`config.mk`:
```
export PLATFORM = sky130hd
export DESIGN_NAME = pcd_change_detector
export DESIGN_NICKNAME = d
export VERILOG_FILES = /design/src/rtl/pcd_pkg.sv /design/src/rtl/pcd_change_detector.sv
export SDC_FILE = /design/constraint.sdc
export NUM_CORES = 1
export LEC_CHECK = 0
export BUFFER_PORTS_ARGS = -buffer_cell sky130_fd_sc_hd__clkbuf_2
export CORE_ASPECT_RATIO = 1.25
export CORE_MARGIN = 4
export CORE_UTILIZATION = 40
export DETAILED_ROUTE_END_ITERATION = 7
export GPL_TIMING_DRIVEN = 0
export PLACE_DENSITY = 0.57
export SLEW_MARGIN = 10
export SYNTH_ARGS = -nofsm -noshare
export SYNTH_HDL_FRONTEND = slang
export SYNTH_SLANG_ARGS = --single-unit
```
`constraint.sdc`:
```
create_clock -name clock -period 21.9 [get_ports clock]
set_clock_uncertainty 0.15 [all_clocks]
set_input_delay 1.095 -clock clock [delete_from_list [all_inputs] [get_ports clock]]
set_output_delay 1.095 -clock clock [all_outputs]
set_load 0.005 [all_outputs]
```
`src/rtl/pcd_pkg.sv`:
```
/*
 pressure change detector: shared constants, register map and carrier types.
 assumes a 32-bit avalon-mm slave with byte addresses, one word per register.
*/
package pcd_pkg;
    // widths
    localparam int PW = 16;
    localparam int CW = 8;
    localparam int AW = 6;
    localparam int SLOPE_SHIFT = 7;
    // register byte offsets
    localparam logic [AW-1:0] OFS_CFG = 6'h00;
    localparam logic [AW-1:0] OFS_DEBT = 6'h04;
    localparam logic [AW-1:0] OFS_FIXT = 6'h08;
    localparam logic [AW-1:0] OFS_MINT = 6'h0C;
    localparam logic [AW-1:0] OFS_RELT = 6'h10;
    localparam logic [AW-1:0] OFS_SLOPET = 6'h14;
    localparam logic [AW-1:0] OFS_STATUS = 6'h18;
    localparam logic [AW-1:0] OFS_SENSTAT = 6'h1C;
    localparam logic [AW-1:0] OFS_CMD = 6'h20;
    localparam logic [AW-1:0] OFS_FIFOSEL = 6'h24;
    localparam logic [AW-1:0] OFS_FIFODATA = 6'h28;
    // field positions
    localparam int ST_NOTIFY = 3;
    localparam int SEN_PRESSURE_OVERFLOW_BIT = 0;
    localparam int CMD_ACK = 0;
    // reset values
    localparam logic [3:0] RST_CFG = 4'h1;
    localparam logic [CW-1:0] RST_DEBT = 8'h05;
    localparam logic [PW-1:0] RST_FIXT = 16'h0320;
    localparam logic [CW-1:0] RST_MINT = 8'h03;
    localparam logic [PW-1:0] RST_RELT = 16'h0032;
    localparam logic [PW-1:0] RST_SLOPET = 16'h0040;

    // bit 0 fixed, 1 relative, 2 slope, 3 sensor error trigger
    typedef struct packed {
        logic sensErrEn;
        logic slopeEn;
        logic relEn;
        logic fixEn;
    } pcd_cfg_t;

    typedef struct packed {
        logic slope;
        logic rel;
        logic fix;
    } pcd_flags_t;

    typedef struct packed {
        logic read;
        logic write;
        logic [AW-1:0] address;
        logic [3:0] byteenable;
        logic [31:0] writedata;
    } pcd_avreq_t;

    typedef enum logic [1:0] {
        PCD_IDLE = 2'b00,
        PCD_EVAL = 2'b01,
        PCD_SLOPE = 2'b10
    } pcd_state_t;
endpackage

```
`src/rtl/pcd_change_detector.sv`:
```
/*
 pressure change detector: sample intake with saturation, pressure fifo,
 fixed / relative / slope algorithms, sticky flags and avalon-mm registers.
 assumes samples come one-cycle pulsed from logic on the same clock.
*/
`timescale 1ns/1ns
module pcd_change_detector #(
    parameter int RAW_W = 17,
    parameter logic [pcd_pkg::PW-1:0] PMAX = 16'hFFFF,
    parameter int FIFO_DEPTH = 8
) (
    // clock and reset
    input wire logic clock,
    input wire logic rstn,
    // register bus
    input wire pcd_pkg::pcd_avreq_t avReq,
    output logic [31:0] avReadData,
    output logic avWaitRequest,
    // pressure sample from the measurement chain
    input wire logic sampleValid,
    input wire logic [RAW_W-1:0] sampleRaw,
    // event outputs
    output pcd_pkg::pcd_flags_t eventFlags,
    output logic notifyFlag,
    output logic pressureOverflow
);
    localparam int SELW = $clog2(FIFO_DEPTH);
    localparam int MW = pcd_pkg::PW + pcd_pkg::CW + 1;

    pcd_pkg::pcd_cfg_t cfg;
    pcd_pkg::pcd_state_t state;
    logic [pcd_pkg::CW-1:0] debThr;
    logic [pcd_pkg::PW-1:0] fixThr;
    logic [pcd_pkg::CW-1:0] minThr;
    logic [pcd_pkg::PW-1:0] relThr;
    logic [pcd_pkg::PW-1:0] slopeThr;
    logic [SELW-1:0] fifoSel;
    logic [pcd_pkg::PW-1:0] fifoMem [FIFO_DEPTH];
    logic [pcd_pkg::CW-1:0] fixCnt;
    logic [pcd_pkg::CW-1:0] relCnt;
    logic [pcd_pkg::CW-1:0] slopeCnt;
    logic [pcd_pkg::CW-1:0] slopePer;
    logic [pcd_pkg::PW-1:0] relRef;
    logic [pcd_pkg::PW-1:0] slopeRef;

    function automatic logic [pcd_pkg::CW-1:0] stepCnt(
        input logic [pcd_pkg::CW-1:0] cnt,
        input logic up
    );
        logic [pcd_pkg::CW-1:0] r;
        r = cnt;
        if (up) begin
            if (cnt != {pcd_pkg::CW{1'b1}}) begin
                r = cnt + 1'b1;
            end
        end else if (cnt != '0) begin
            r = cnt - 1'b1;
        end
        return r;
    endfunction

    function automatic logic [pcd_pkg::PW-1:0] riseOf(
        input logic [pcd_pkg::PW-1:0] cur,
        input logic [pcd_pkg::PW-1:0] base
    );
        return (cur > base) ? cur - base : '0;
    endfunction

    function automatic logic [31:0] beMerge(
        input logic [31:0] old,
        input logic [31:0] wd,
        input logic [3:0] be
    );
        logic [31:0] r;
        r = old;
        for (int i = 0; i < 4; i++) begin
            if (be[i]) begin
                r[8*i +: 8] = wd[8*i +: 8];
            end
        end
        return r;
    endfunction

    // bus side
    logic wrDone;
    logic ack;
    logic [31:0] rdMux;
    logic [31:0] wrMerged;

    assign wrDone = avReq.write && !avWaitRequest;
    assign ack = wrDone && avReq.address == pcd_pkg::OFS_CMD
        && avReq.byteenable[0] && avReq.writedata[pcd_pkg::CMD_ACK];
    assign wrMerged = beMerge(rdMux, avReq.writedata, avReq.byteenable);

    always_comb begin
        rdMux = 32'h0000_0000;
        case (avReq.address)
            pcd_pkg::OFS_CFG: rdMux[3:0] = cfg;
            pcd_pkg::OFS_DEBT: rdMux[pcd_pkg::CW-1:0] = debThr;
            pcd_pkg::OFS_FIXT: rdMux[pcd_pkg::PW-1:0] = fixThr;
            pcd_pkg::OFS_MINT: rdMux[pcd_pkg::CW-1:0] = minThr;
            pcd_pkg::OFS_RELT: rdMux[pcd_pkg::PW-1:0] = relThr;
            pcd_pkg::OFS_SLOPET: rdMux[pcd_pkg::PW-1:0] = slopeThr;
            pcd_pkg::OFS_STATUS: rdMux[3:0] = {notifyFlag, eventFlags};
            pcd_pkg::OFS_SENSTAT: rdMux[pcd_pkg::SEN_PRESSURE_OVERFLOW_BIT] = pressureOverflow;
            pcd_pkg::OFS_FIFOSEL: rdMux[SELW-1:0] = fifoSel;
            pcd_pkg::OFS_FIFODATA: rdMux[pcd_pkg::PW-1:0] = fifoMem[fifoSel];
            default: rdMux = 32'h0000_0000;
        endcase
    end

    // one wait cycle, then the answer stands for one cycle
    always_ff @(posedge clock or negedge rstn) begin
        if (!rstn) begin
            avWaitRequest <= 1'b1;
            avReadData <= 32'h0000_0000;
        end else if ((avReq.read || avReq.write) && avWaitRequest) begin
            avWaitRequest <= 1'b0;
            avReadData <= avReq.read ? rdMux : 32'h0000_0000;
        end else begin
            avWaitRequest <= 1'b1;
        end
    end

    always_ff @(posedge clock or negedge rstn) begin
        if (!rstn) begin
            cfg <= pcd_pkg::RST_CFG;
            debThr <= pcd_pkg::RST_DEBT;
            fixThr <= pcd_pkg::RST_FIXT;
            minThr <= pcd_pkg::RST_MINT;
            relThr <= pcd_pkg::RST_RELT;
            slopeThr <= pcd_pkg::RST_SLOPET;
            fifoSel <= '0;
        end else if (wrDone) begin
            case (avReq.address)
                pcd_pkg::OFS_CFG: cfg <= wrMerged[3:0];
                pcd_pkg::OFS_DEBT: debThr <= wrMerged[pcd_pkg::CW-1:0];
                pcd_pkg::OFS_FIXT: fixThr <= wrMerged[pcd_pkg::PW-1:0];
                pcd_pkg::OFS_MINT: minThr <= wrMerged[pcd_pkg::CW-1:0];
                pcd_pkg::OFS_RELT: relThr <= wrMerged[pcd_pkg::PW-1:0];
                pcd_pkg::OFS_SLOPET: slopeThr <= wrMerged[pcd_pkg::PW-1:0];
                pcd_pkg::OFS_FIFOSEL: fifoSel <= wrMerged[SELW-1:0];
                default: ;
            endcase
        end
    end

    // sample intake
    logic accept;
    logic overNow;
    logic [pcd_pkg::PW-1:0] satVal;

    assign accept = state == pcd_pkg::PCD_IDLE && sampleValid;
    assign overNow = sampleRaw > RAW_W'(PMAX);
    assign satVal = overNow ? PMAX : sampleRaw[pcd_pkg::PW-1:0];

    always_ff @(posedge clock or negedge rstn) begin
        if (!rstn) begin
            state <= pcd_pkg::PCD_IDLE;
        end else begin
            unique case (state)
                pcd_pkg::PCD_IDLE: begin
                    if (sampleValid) begin
                        state <= pcd_pkg::PCD_EVAL;
                    end
                end
                pcd_pkg::PCD_EVAL: state <= pcd_pkg::PCD_SLOPE;
                pcd_pkg::PCD_SLOPE: state <= pcd_pkg::PCD_IDLE;
                default: state <= pcd_pkg::PCD_IDLE;
            endcase
        end
    end

    // fifo keeps shifting whatever the flags show
    always_ff @(posedge clock or negedge rstn) begin
        if (!rstn) begin
            for (int i = 0; i < FIFO_DEPTH; i++) begin
                fifoMem[i] <= '0;
            end
        end else if (accept) begin
            fifoMem[0] <= satVal;
            for (int i = 1; i < FIFO_DEPTH; i++) begin
                fifoMem[i] <= fifoMem[i-1];
            end
        end
    end

    always_ff @(posedge clock or negedge rstn) begin
        if (!rstn) begin
            pressureOverflow <= 1'b0;
        end else if (accept) begin
            pressureOverflow <= overNow;
        end else if (ack) begin
            pressureOverflow <= 1'b0;
        end
    end

    // algorithm datapath
    logic [pcd_pkg::PW-1:0] curr;
    logic [pcd_pkg::PW-1:0] prev;
    logic incr;
    logic [pcd_pkg::PW-1:0] relRise;
    logic [pcd_pkg::CW-1:0] next_fixCnt;
    logic [pcd_pkg::CW-1:0] next_relCnt;
    logic [pcd_pkg::CW-1:0] next_slopeCnt;
    logic [MW-1:0] slopeLhs;
    logic [MW-1:0] slopeRhs;
    logic setFix;
    logic setRel;
    logic setSlope;

    assign curr = fifoMem[0];
    assign prev = fifoMem[1];
    assign incr = {1'b0, curr} > {1'b0, prev} + (pcd_pkg::PW+1)'(minThr);
    assign relRise = riseOf(curr, relCnt == '0 ? prev : relRef);
    assign next_fixCnt = stepCnt(fixCnt, curr > fixThr);
    assign next_relCnt = stepCnt(relCnt, incr && relRise > relThr);
    assign next_slopeCnt = stepCnt(slopeCnt, incr);
    // floor division compare: rise*128/(n+1) >= thr
    assign slopeLhs = MW'({riseOf(curr, slopeRef),
        {pcd_pkg::SLOPE_SHIFT{1'b0}}});
    assign slopeRhs = MW'(slopeThr) * MW'({1'b0, slopePer} + 1'b1);
    assign setFix = state == pcd_pkg::PCD_EVAL && cfg.fixEn
        && next_fixCnt > debThr;
    assign setRel = state == pcd_pkg::PCD_EVAL && cfg.relEn
        && next_relCnt > debThr;
    assign setSlope = state == pcd_pkg::PCD_SLOPE && cfg.slopeEn
        && slopeCnt > debThr && slopeLhs >= slopeRhs;

    // each algorithm owns its counter; relative and slope also own a reference
    always_ff @(posedge clock or negedge rstn) begin
        if (!rstn) begin
            fixCnt <= '0;
        end else if (state == pcd_pkg::PCD_EVAL) begin
            fixCnt <= cfg.fixEn ? next_fixCnt : '0;
        end
    end

    always_ff @(posedge clock or negedge rstn) begin
        if (!rstn) begin
            relCnt <= '0;
            relRef <= '0;
        end else if (state == pcd_pkg::PCD_EVAL) begin
            relCnt <= cfg.relEn ? next_relCnt : '0;
            if (relCnt == '0 && next_relCnt != '0) begin
                relRef <= prev;
            end
        end
    end

    always_ff @(posedge clock or negedge rstn) begin
        if (!rstn) begin
            slopeCnt <= '0;
            slopeRef <= '0;
            slopePer <= '0;
        end else if (state == pcd_pkg::PCD_EVAL) begin
            slopeCnt <= cfg.slopeEn ? next_slopeCnt : '0;
            if (slopeCnt == '0 && next_slopeCnt != '0) begin
                slopeRef <= prev;
                slopePer <= 8'h01;
            end else if (slopePer != 8'hFF) begin
                slopePer <= slopePer + 1'b1;
            end
        end
    end

    // sticky flags, set wins over acknowledge
    always_ff @(posedge clock or negedge rstn) begin
        if (!rstn) begin
            eventFlags <= '0;
        end else begin
            eventFlags.fix <= (eventFlags.fix && !ack) || setFix;
            eventFlags.rel <= (eventFlags.rel && !ack) || setRel;
            eventFlags.slope <= (eventFlags.slope && !ack) || setSlope;
        end
    end

    always_ff @(posedge clock or negedge rstn) begin
        if (!rstn) begin
            notifyFlag <= 1'b0;
        end else begin
            notifyFlag <= (notifyFlag && !ack) || setFix || setRel
                || setSlope
                || (accept && overNow && cfg.sensErrEn);
        end
    end
endmodule

```
* Word-level counts from Yosys, hierarchy flattened
Index checks and enable logic that the tools add are counted.
** Storage, ports and cells
- Flip-flop bits (word level) :: 303
- Bits of input ports :: 64
- Word-level logic and storage cells :: 160
** Operators by class
- Add/subtract/negate cells :: 11
- Multiply operators :: 1
- $lt $le $gt $ge :: 11
- Equal/unequal tests :: 17
- Muxes and demuxes :: 34
- Bitwise logic cells :: 1
- Reduce and logical (&&, ||, !) cells :: 53
** Operator list (count)
- 2-to-1 mux 8 bit :: 16
- 2-to-1 mux 16 bit :: 7
- > comparator 16 bit :: 4
- binary-select mux 16 bit (select 3 bit) :: 1
- nonzero test 8 bit :: 5
- adder 8 x 1 -> 8 bit, second input constant :: 4
- inequality test 8 bit, second input constant :: 4
- case mux 8 bit (4 select lines) :: 1
- subtractor 16 bit :: 2
- >= comparator 23 x 25 -> 1 bit :: 1
- multiplier 16 x 9 -> 25 bit :: 1
- == test 6 x 5 -> 1 bit, second input constant :: 4
- > comparator 8 bit :: 3
- case mux 4 bit (6 select lines) :: 1
- subtractor 8 x 1 -> 8 bit, second input constant :: 3
- logical AND 1 bit :: 22
- AND reduction 2 bit :: 10
- == test 6 bit, second input constant :: 3
- case mux 2 bit (9 select lines) :: 1
- adder 16 x 8 -> 17 bit :: 1
- > comparator 16 x 17 -> 1 bit :: 1
- > comparator 17 x 16 -> 1 bit, second input constant :: 1
- zero test 8 bit :: 2
- == test 6 x 4 -> 1 bit, second input constant :: 2
- 17 further kinds :: 28

* Longest topological paths before layout
Gate-level depths: netlist of the first run.
- Depth after elaboration :: 12
- Mapped depth :: 39
- Gate-level depth less buffers :: 35

* Worst setup path before layout of the first run
OpenSTA, ideal clock, no wires.
- Path type :: register to register
- From :: register relCnt[0] (netlist name)
- To :: register notifyFlag
- Library setup time :: 0.130 ns
- Data arrival time :: 7.346 ns
- Required time :: 21.620 ns
- Path slack :: 14.275 ns
- Cell stages (with the launch flop) :: 39
- Path buffers :: 5
- Period minus slack after synthesis :: 7.625 ns
- Cells stage by stage :: dfrtp_1 -> clkbuf_1 -> inv_1 -> ha_1 -> nand4_1 -> buf_1 -> buf_1 -> nand2_1 -> nand2_1 -> ha_1 -> fa_1 -> nor2b_1 -> o21ai_0 -> a21boi_0 -> o21ai_0 -> a21boi_0 -> o21ai_0 -> o21ai_0 -> (+3 left out) -> ha_1 -> nand4_1 -> or3_1 -> a21o_1 -> a31o_2 -> nor3_4 -> clkbuf_1 -> nor2_1 -> a221oi_1 -> a31oi_1 -> ha_1 -> a21o_1 -> a21o_1 -> a21oi_1 -> o21ai_0 -> o211a_1 -> nor3_1 -> o21ai_0
** On the way
- Word-level cells in the longest chain between the ends :: 12
** Ends and longest elaborated chain
- start, declared :: RTL line pcd_change_detector.sv:40 : logic [pcd_pkg::CW-1:0] relCnt;
- start signal, assigned :: RTL line pcd_change_detector.sv:244 : relCnt <= cfg.relEn ? next_relCnt : '0;
- zero test 8 bit :: RTL line pcd_change_detector.sv:215 : assign relRise = riseOf(curr, relCnt == '0 ? prev : relRef);
- 2-to-1 mux 16 bit :: RTL line pcd_change_detector.sv:215
- subtractor 16 bit or > comparator 16 bit (tied branches) :: RTL line pcd_change_detector.sv:66 : return (cur > base) ? cur - base : '0;
- 2-to-1 mux 16 bit :: RTL line pcd_change_detector.sv:66
- > comparator 16 bit :: RTL line pcd_change_detector.sv:217 : assign next_relCnt = stepCnt(relCnt, incr && relRise > relThr);
- logical AND 1 bit :: RTL line pcd_change_detector.sv:217
- 2-to-1 mux 8 bit * :: RTL line pcd_change_detector.sv:52 : if (up) begin
- > comparator 8 bit * :: RTL line pcd_change_detector.sv:226 : && next_relCnt > debThr;
- logical AND 1 bit * :: RTL line pcd_change_detector.sv:226
- logical OR 1 bit * :: RTL line pcd_change_detector.sv:282 : notifyFlag <= (notifyFlag && !ack) || setFix || setRel
- logical OR 1 bit * :: RTL line pcd_change_detector.sv:283 : || setSlope
- logical OR 1 bit * :: RTL line pcd_change_detector.sv:284 : || (accept && overNow && cfg.sensErrEn);
- end signal, assigned :: RTL line pcd_change_detector.sv:282
- end, declared :: RTL line pcd_change_detector.sv:24 : output logic notifyFlag,
Every way passes the cells marked *; elsewhere a longest branch is shown, timed or not.
A chain may end at the register's enable or synchronous reset.

* Worst setup path in the final report of the first run
Ends and elaborated chain as after synthesis.

==> impl_metrics.json, run 1 <==
{
  "outcome": "finished, final reports clean",
  "area_delta_synth_final_pct": 10.9,
  "synth_flop_cell": "dfrtp_1",
  "hold_violations": 0,
  "crit_path_end_kind": "flop",
  "ys_warn_count": 0,
  "worst_slew_pin_slew_ns": 1.22,
  "ant_nets": 0,
  "critPathArrivalTime_ns": 10.05,
  "leakage_nw": 11.2,
  "ctsResizeCount": 0,
  "crit_path_start_kind": "flop",
  "seq_area_sq_um": 7200,
  "grt_pass1_vias": 18800,
  "place_area_sq_um": 24200,
  "timing.final.crit_share_pct": 44.7,
  "powerDensity_nw_per_um2": 110,
  "num-fill-cells": 5417,
  "gp_congestion": 0.884,
  "cpMaxStageDelayCell": "buf_1",
  "core_area_sq_um": 56200,
  "cp.required_ns": 22.15,
  "grt_usage_pct": 22.9,
  "wirelength_um": 70600,
  "syn_area_sq_um": 22800,
  "min_path_type": "in -> async",
  "ys_ff_latch": 287,
  "grt_start_max_net_pins": 105,
  "drv_slew": 0,
  "antenna_found_initial": 0,
  "postSynthAreaPerCell_sq_um": 9.79,
  "placement.setup.worst_slack_ns": 12.20,
  "drt_iter0_drc": 1335,
  "die_h_um": 275,
  "routedWlPerCell_um": 22.0,
  "setup_violations": 0,
  "post-cts-setup-buffers": 0,
  "min_period_ns": 9.80,
  "multiInputGateArea_sq_um": 14300,
  "cp_num_buf_inv": 6,
  "cpPeakStageDelay_ns": 0.66,
  "max_slew_margin_pct": 18.2,
  "layout_setup_ws_ns": 12.10,
  "clock_sinks": 287,
  "crit_path_max_fanout": 10,
  "drv_cap": 0,
  "totalNegativeSetupSlack_ns": 0,
  "total_power_mw": 2.79,
  "synth-edff-count": 0,
  "grt_first_pass_wirelength_um": 109000,
  "clock_path_buffers": 3,
  "worst_ir_drop_vdd_uv": 69.5,
  "syn_inst": 2328,
  "cts_hold_buffers": 0,
  "ctsHtreeMaxLevel": 2,
  "design.portCount": 102,
  "dr.pass1.iters": 6,
  "die-area_sq_um": 60900,
  "drive_gt1_share_pct": 14.9,
  "final_area_sq_um": 25300,
  "dp.final_hpwl_um": 56000,
  "grt-ovfl-total": 0,
  "start_util_pct": 40.6,
  "clock_latency_ns": 0.55,
  "path_clk_slew_ns": 0.06,
  "synth.distinct_cells": 75,
  "worstSetupPathType": "reg -> reg",
  "rows": 97,
  "max_freq_mhz": 102,
  "drc": 0,
  "numCtsBuffers": 34,
  "routed-via-count": 18200,
  "yosysSeqAreaShare_pct": 31.6,
  "port_buffers": 64,
  "cp_top_family": "compound AO/OA/AOI/OAI gates",
  "root_buffer": "clkbuf_16",
  "die_w_um": 222,
  "tritoncts": "done",
  "viasPerCell": 5.65,
  "synthArstFlopShare_pct": 100,
  "crit_top_cell": "o21ai_0",
  "design.final.nets": 2795,
  "rsz0062_at_grt": "no",
  "timing.hold.ws_ns": 0.226
}
-- synth_stat cells, drive strengths merged, types with 38 or more instances --
| master | instances | area share [%] |
|---|---|---|
| ha | 183 | 10 |
| nand3 | 53 | 1.2 |
| a21o | 39 | 1.3 |
| xnor2 | 38 | 1.5 |
| and2 | 95 | 2.6 |
| inv | 204 | 3.4 |
| nor2 | 120 | 2.0 |
| o21ai | 130 | 2.9 |
| mux2i | 52 | 2.3 |
| clkbuf | 99 | 1.6 |
| mux2 | 176 | 8.7 |
| nand2 | 215 | 3.5 |
| dfrtp | 274 | 30 |
| fa | 102 | 9.0 |
| a21oi | 96 | 2.1 |
-- state kept, by name, summed over array words and instances, names as in the netlist, 2 cells and up --
register	flops
slopeThr	16
state	2
fixCnt	8
relRef	16
fifoSel	3
fixThr	16
debThr	8
relCnt	8
minThr	8
eventFlags	3
cfg	4
slopeRef	16
curr	16
slopePer	8
slopeCnt	8
prev	16
avReadData	16
fifoMem	96
relThr	16
-- metrics by stage --
stage / util [%] / std cells
floorplan: - / 2343
global placement: 42.9 / 3149
detailed placement: 43.0 / 3152
CTS: 45.0 / 3212
global route: 45.0 / 3212
finish: 45.0 / 3213
-- worst reg2reg max path: cells and delay by family (launching register included) --
family / cells / cell delay [ns]
fa+ha+maj: 5 / 1.27
simple gates: 11 / 2.16
buf+inv: 6 / 2.54
flops: 1 / 0.35
compound gates: 16 / 3.18
-- power by group --
group	leakage (nW)	switching, mW	internal (mW)
Combinational	7.32	0.805	0.625
Clock	0.532	0.244	0.314
Sequential	3.38	0.127	0.672
Total	11.2	1.18	1.61
-- layout by cell type (no fill, tap or decap), types with 13 or more instances in the layout --
cell and count:
a21o_1 39, a21oi_1 96, a22o_1 29, a31oi_1 13
and2_1 95, and3_1 15, buf_4 16, clkbuf_1 103
clkbuf_16 35, clkbuf_2 64, conb_1 16, dfrtp_1 274
dfstp_2 13, fa_1 102, ha_1 183, inv_1 204
mux2_2 165, mux2i_1 52, mux4_2 34, nand2_1 215
nand2b_1 18, nand3_1 52, nand4_1 24, nor2_1 120
nor2b_1 26, nor3_1 36, nor4_1 13, o21a_1 17
o21ai_0 128, xnor2_1 38, xor2_1 25
-- layer usage --
metal	wire length (um)	share of wire (%)	GRT usage [%]
met2	35000	50	40.0
met4	4120	5.8	12.1
met1	28000	40	27.0
met5	0	0	0
met3	3530	5.0	4.00
-- final timing paths --
check	slack, ns	startpoint	end	depth (start not counted)
min	0.23	rstn	slopePer[0]	1
max in group asynchronous	20.17	rstn	fifoMem[19]	3
max reg2reg	12.10	relCnt[0]	notifyFlag	38
min reg2reg	0.34	relRef[14]	relRef[14]	1
min in group clock	0.34	relRef[14]	relRef[14]	1
max	12.10	relCnt[0]	notifyFlag	38
-- cells by family after synthesis --
family | after synthesis | share of synthesized area, %
flops | 287 | 31.6
other cells | 1 | 0.0165
xor+xnor | 63 | 2.42
simple gates | 657 | 14.1
mux | 262 | 14.3
fa+ha+maj | 285 | 19.0
buf+inv | 337 | 5.87
compound gates | 436 | 12.6
-- cell type report --
class | count | area share [%]
multi-input combinational | 1719 | 56.6
buffer | 131 | 2.24
sequential | 287 | 28.5
timing repair buffer | 67 | 1.63
antenna | 1 | 0.00990
clock inverter | 15 | 0.465
tap | 742 | 3.67
inverter | 206 | 3.06
clock buffer | 45 | 3.81
Note: power is estimated with default switching activity, not from simulation.
==> inputs of run 2 (changes only) <==
Settings changed: PLACE_DENSITY 0.57 to 0.59.
Clock period 21.9 ns to 8.7 ns, I/O delays scaled along.
==> impl_metrics.json, run 2 (synthesis results as in run 1) <==
{
  "grt_pass1_vias": 18300,
  "rsz0062_at_grt": "no",
  "grt_start_max_net_pins": 111,
  "cp.required_ns": 8.96,
  "timing.hold.ws_ns": 0.0217,
  "diodes": 0,
  "crit_path_end_kind": "flop",
  "die_h_um": 275,
  "worstHoldEndpoint": "curr[13]",
  "layout_setup_ws_ns": 0.563,
  "ant_nets": 0,
  "drc": 0,
  "cpMaxStageDelayCell": "fa_1",
  "min_period_ns": 8.14,
  "die-area_sq_um": 60900,
  "hp-start": "sampleRaw[13]",
  "finalNonFillerCells": 3227,
  "ctsHtreeMaxLevel": 2,
  "wirelength_um": 68900,
  "gp_congestion": 0.912,
  "rr_endpoint": "notifyFlag",
  "multiInputGateArea_sq_um": 14400,
  "final_cell_mix": "274 x dfrtp_1, 214 x nand2_1, 204 x inv_1, 183 x ha_1, 165 x mux2_2",
  "clock_latency_ns": 0.55,
  "area_delta_synth_final_pct": 12.4,
  "die_w_um": 222,
  "worst_ir_drop_vdd_uv": 200,
  "dp_cells": 3151,
  "max_freq_mhz": 123,
  "totalNegativeSetupSlack_ns": 0,
  "reg2reg_slack_ns": 0.56,
  "crit_path_start_kind": "flop",
  "root_buffer": "clkbuf_16",
  "max_slew_margin_pct": 20.8,
  "core_area_sq_um": 56200,
  "setup_violations": 0,
  "design.final.nets": 2811,
  "min_path_type": "in -> reg",
  "crit_path_max_fanout": 10,
  "powerDensity_nw_per_um2": 286,
  "cpPeakStageDelay_ns": 0.54,
  "worstSetupPathType": "reg -> reg",
  "drv_slew": 0,
  "grt_first_pass_wirelength_um": 107000,
  "clock_sinks": 287,
  "clock_path_buffers": 3,
  "drive_gt1_share_pct": 15.8,
  "final_common_cell": "dfrtp_1",
  "grt_usage_pct": 22.3,
  "start_util_pct": 40.6,
  "tritoncts": "done",
  "largest_register_ffs": 96,
  "drt_iter0_drc": 1141,
  "dp.final_hpwl_um": 54400,
  "place_area_sq_um": 24200,
  "antenna_found_initial": 0,
  "grt-ovfl-total": 0,
  "placement.setup.worst_slack_ns": -1.04,
  "hold_violations": 0,
  "dr.pass1.iters": 8,
  "viasPerCell": 5.57,
  "regMostFlops": "fifoMem",
  "numCtsBuffers": 34,
  "worst_slew_pin_slew_ns": 1.18,
  "worst-r2r-cell-count": 30,
  "critPathArrivalTime_ns": 8.40,
  "design.portCount": 102,
  "leakage_nw": 11.4,
  "port_buffers": 64,
  "min_path_cells": 3,
  "routed-via-count": 18000,
  "drv_cap": 0,
  "routedWlPerCell_um": 21.4,
  "rows": 97,
  "path_clk_slew_ns": 0.06,
  "r2r_start": "slopePer[0]",
  "outcome": "finished, final reports clean",
  "num-fill-cells": 5388,
  "seq_area_sq_um": 7200,
  "timing.final.crit_share_pct": 93.5,
  "final_area_sq_um": 25600
}
## run 2: cell count changes in the layout (fill, tap and decap cells not counted), sizes merged
cell / previous run / this run
dlygate4sd3: 0 / 11
diode: 1 / 0
bufinv: 0 / 6
clkinv: 13 / 5
buf: 35 / 40
clkbuf: 208 / 209
## run 2: what timing repair did
item                                    CTS  global route
hold buffers                             11             0
pin swaps                                 2             4
endpoints found under the setup margin   19            19
setup buffers                             2             5
hold endpoints to repair                 79             0
gates resized for setup                   9            24
## run 2: worst max path at each step
stage                      startpoint          to  slack, ns  depth (start not counted)
after floorplan             relCnt[0]  notifyFlag       1.07                         38
after global placement      relCnt[0]  notifyFlag      -0.93                         38
after detailed placement    relCnt[0]  notifyFlag      -1.04                         38
after CTS                   relCnt[0]  notifyFlag       0.03                         38
after global routing      slopePer[0]  notifyFlag      0.006                         33
final                     slopePer[0]  notifyFlag       0.56                         30
## run 2: power breakdown
group	total, mW	leakage (nW)	internal [mW]	switching [mW]
logic	3.75	7.42	1.68	2.07
registers	2.02	3.38	1.69	0.326
clock network	1.55	0.578	0.953	0.600
total	7.32	11.4	4.32	3.00
## run 2: final cells by class
class                   instances  area share [%]
clock inverters                13           0.948
clock buffers                  46            3.73
well taps                     742            3.62
repair buffers                 84            2.18
flip-flops and latches        287            28.1
multi-input cells            1719            56.1
plain buffers                 130            2.25
inverters                     206            3.02
## run 2: metal layers
layer	up-vias	global-route usage (%)	wire length (um)
li1	8426	-	-
met1	8991	27.9	28300
met2	449	40.8	35400
met3	117	2.52	3070
met4	0	6.86	2220
met5	-	0	0
## run 2: through the flow
step / power, mW / util (%)
floorplan: 4.54 / -
global placement: 5.48 / 42.9
finish: 7.32 / 45.6
detailed placement: 5.60 / 43.0
CTS: 7.27 / 45.4
global route: 7.87 / 45.6
## run 2: worst max-delay path: cells and delay by family (launching register included)
| family | cells | cell delay, ns |
|---|---|---|
| adder cells (fa/ha/maj) | 6 | 2.68 |
| flip-flops | 1 | 0.42 |
| buffers and inverters | 4 | 0.80 |
| XOR/XNOR | 2 | 0.55 |
| AND/OR/NAND/NOR | 8 | 1.54 |
| AO/OA/AOI/OAI | 10 | 1.86 |
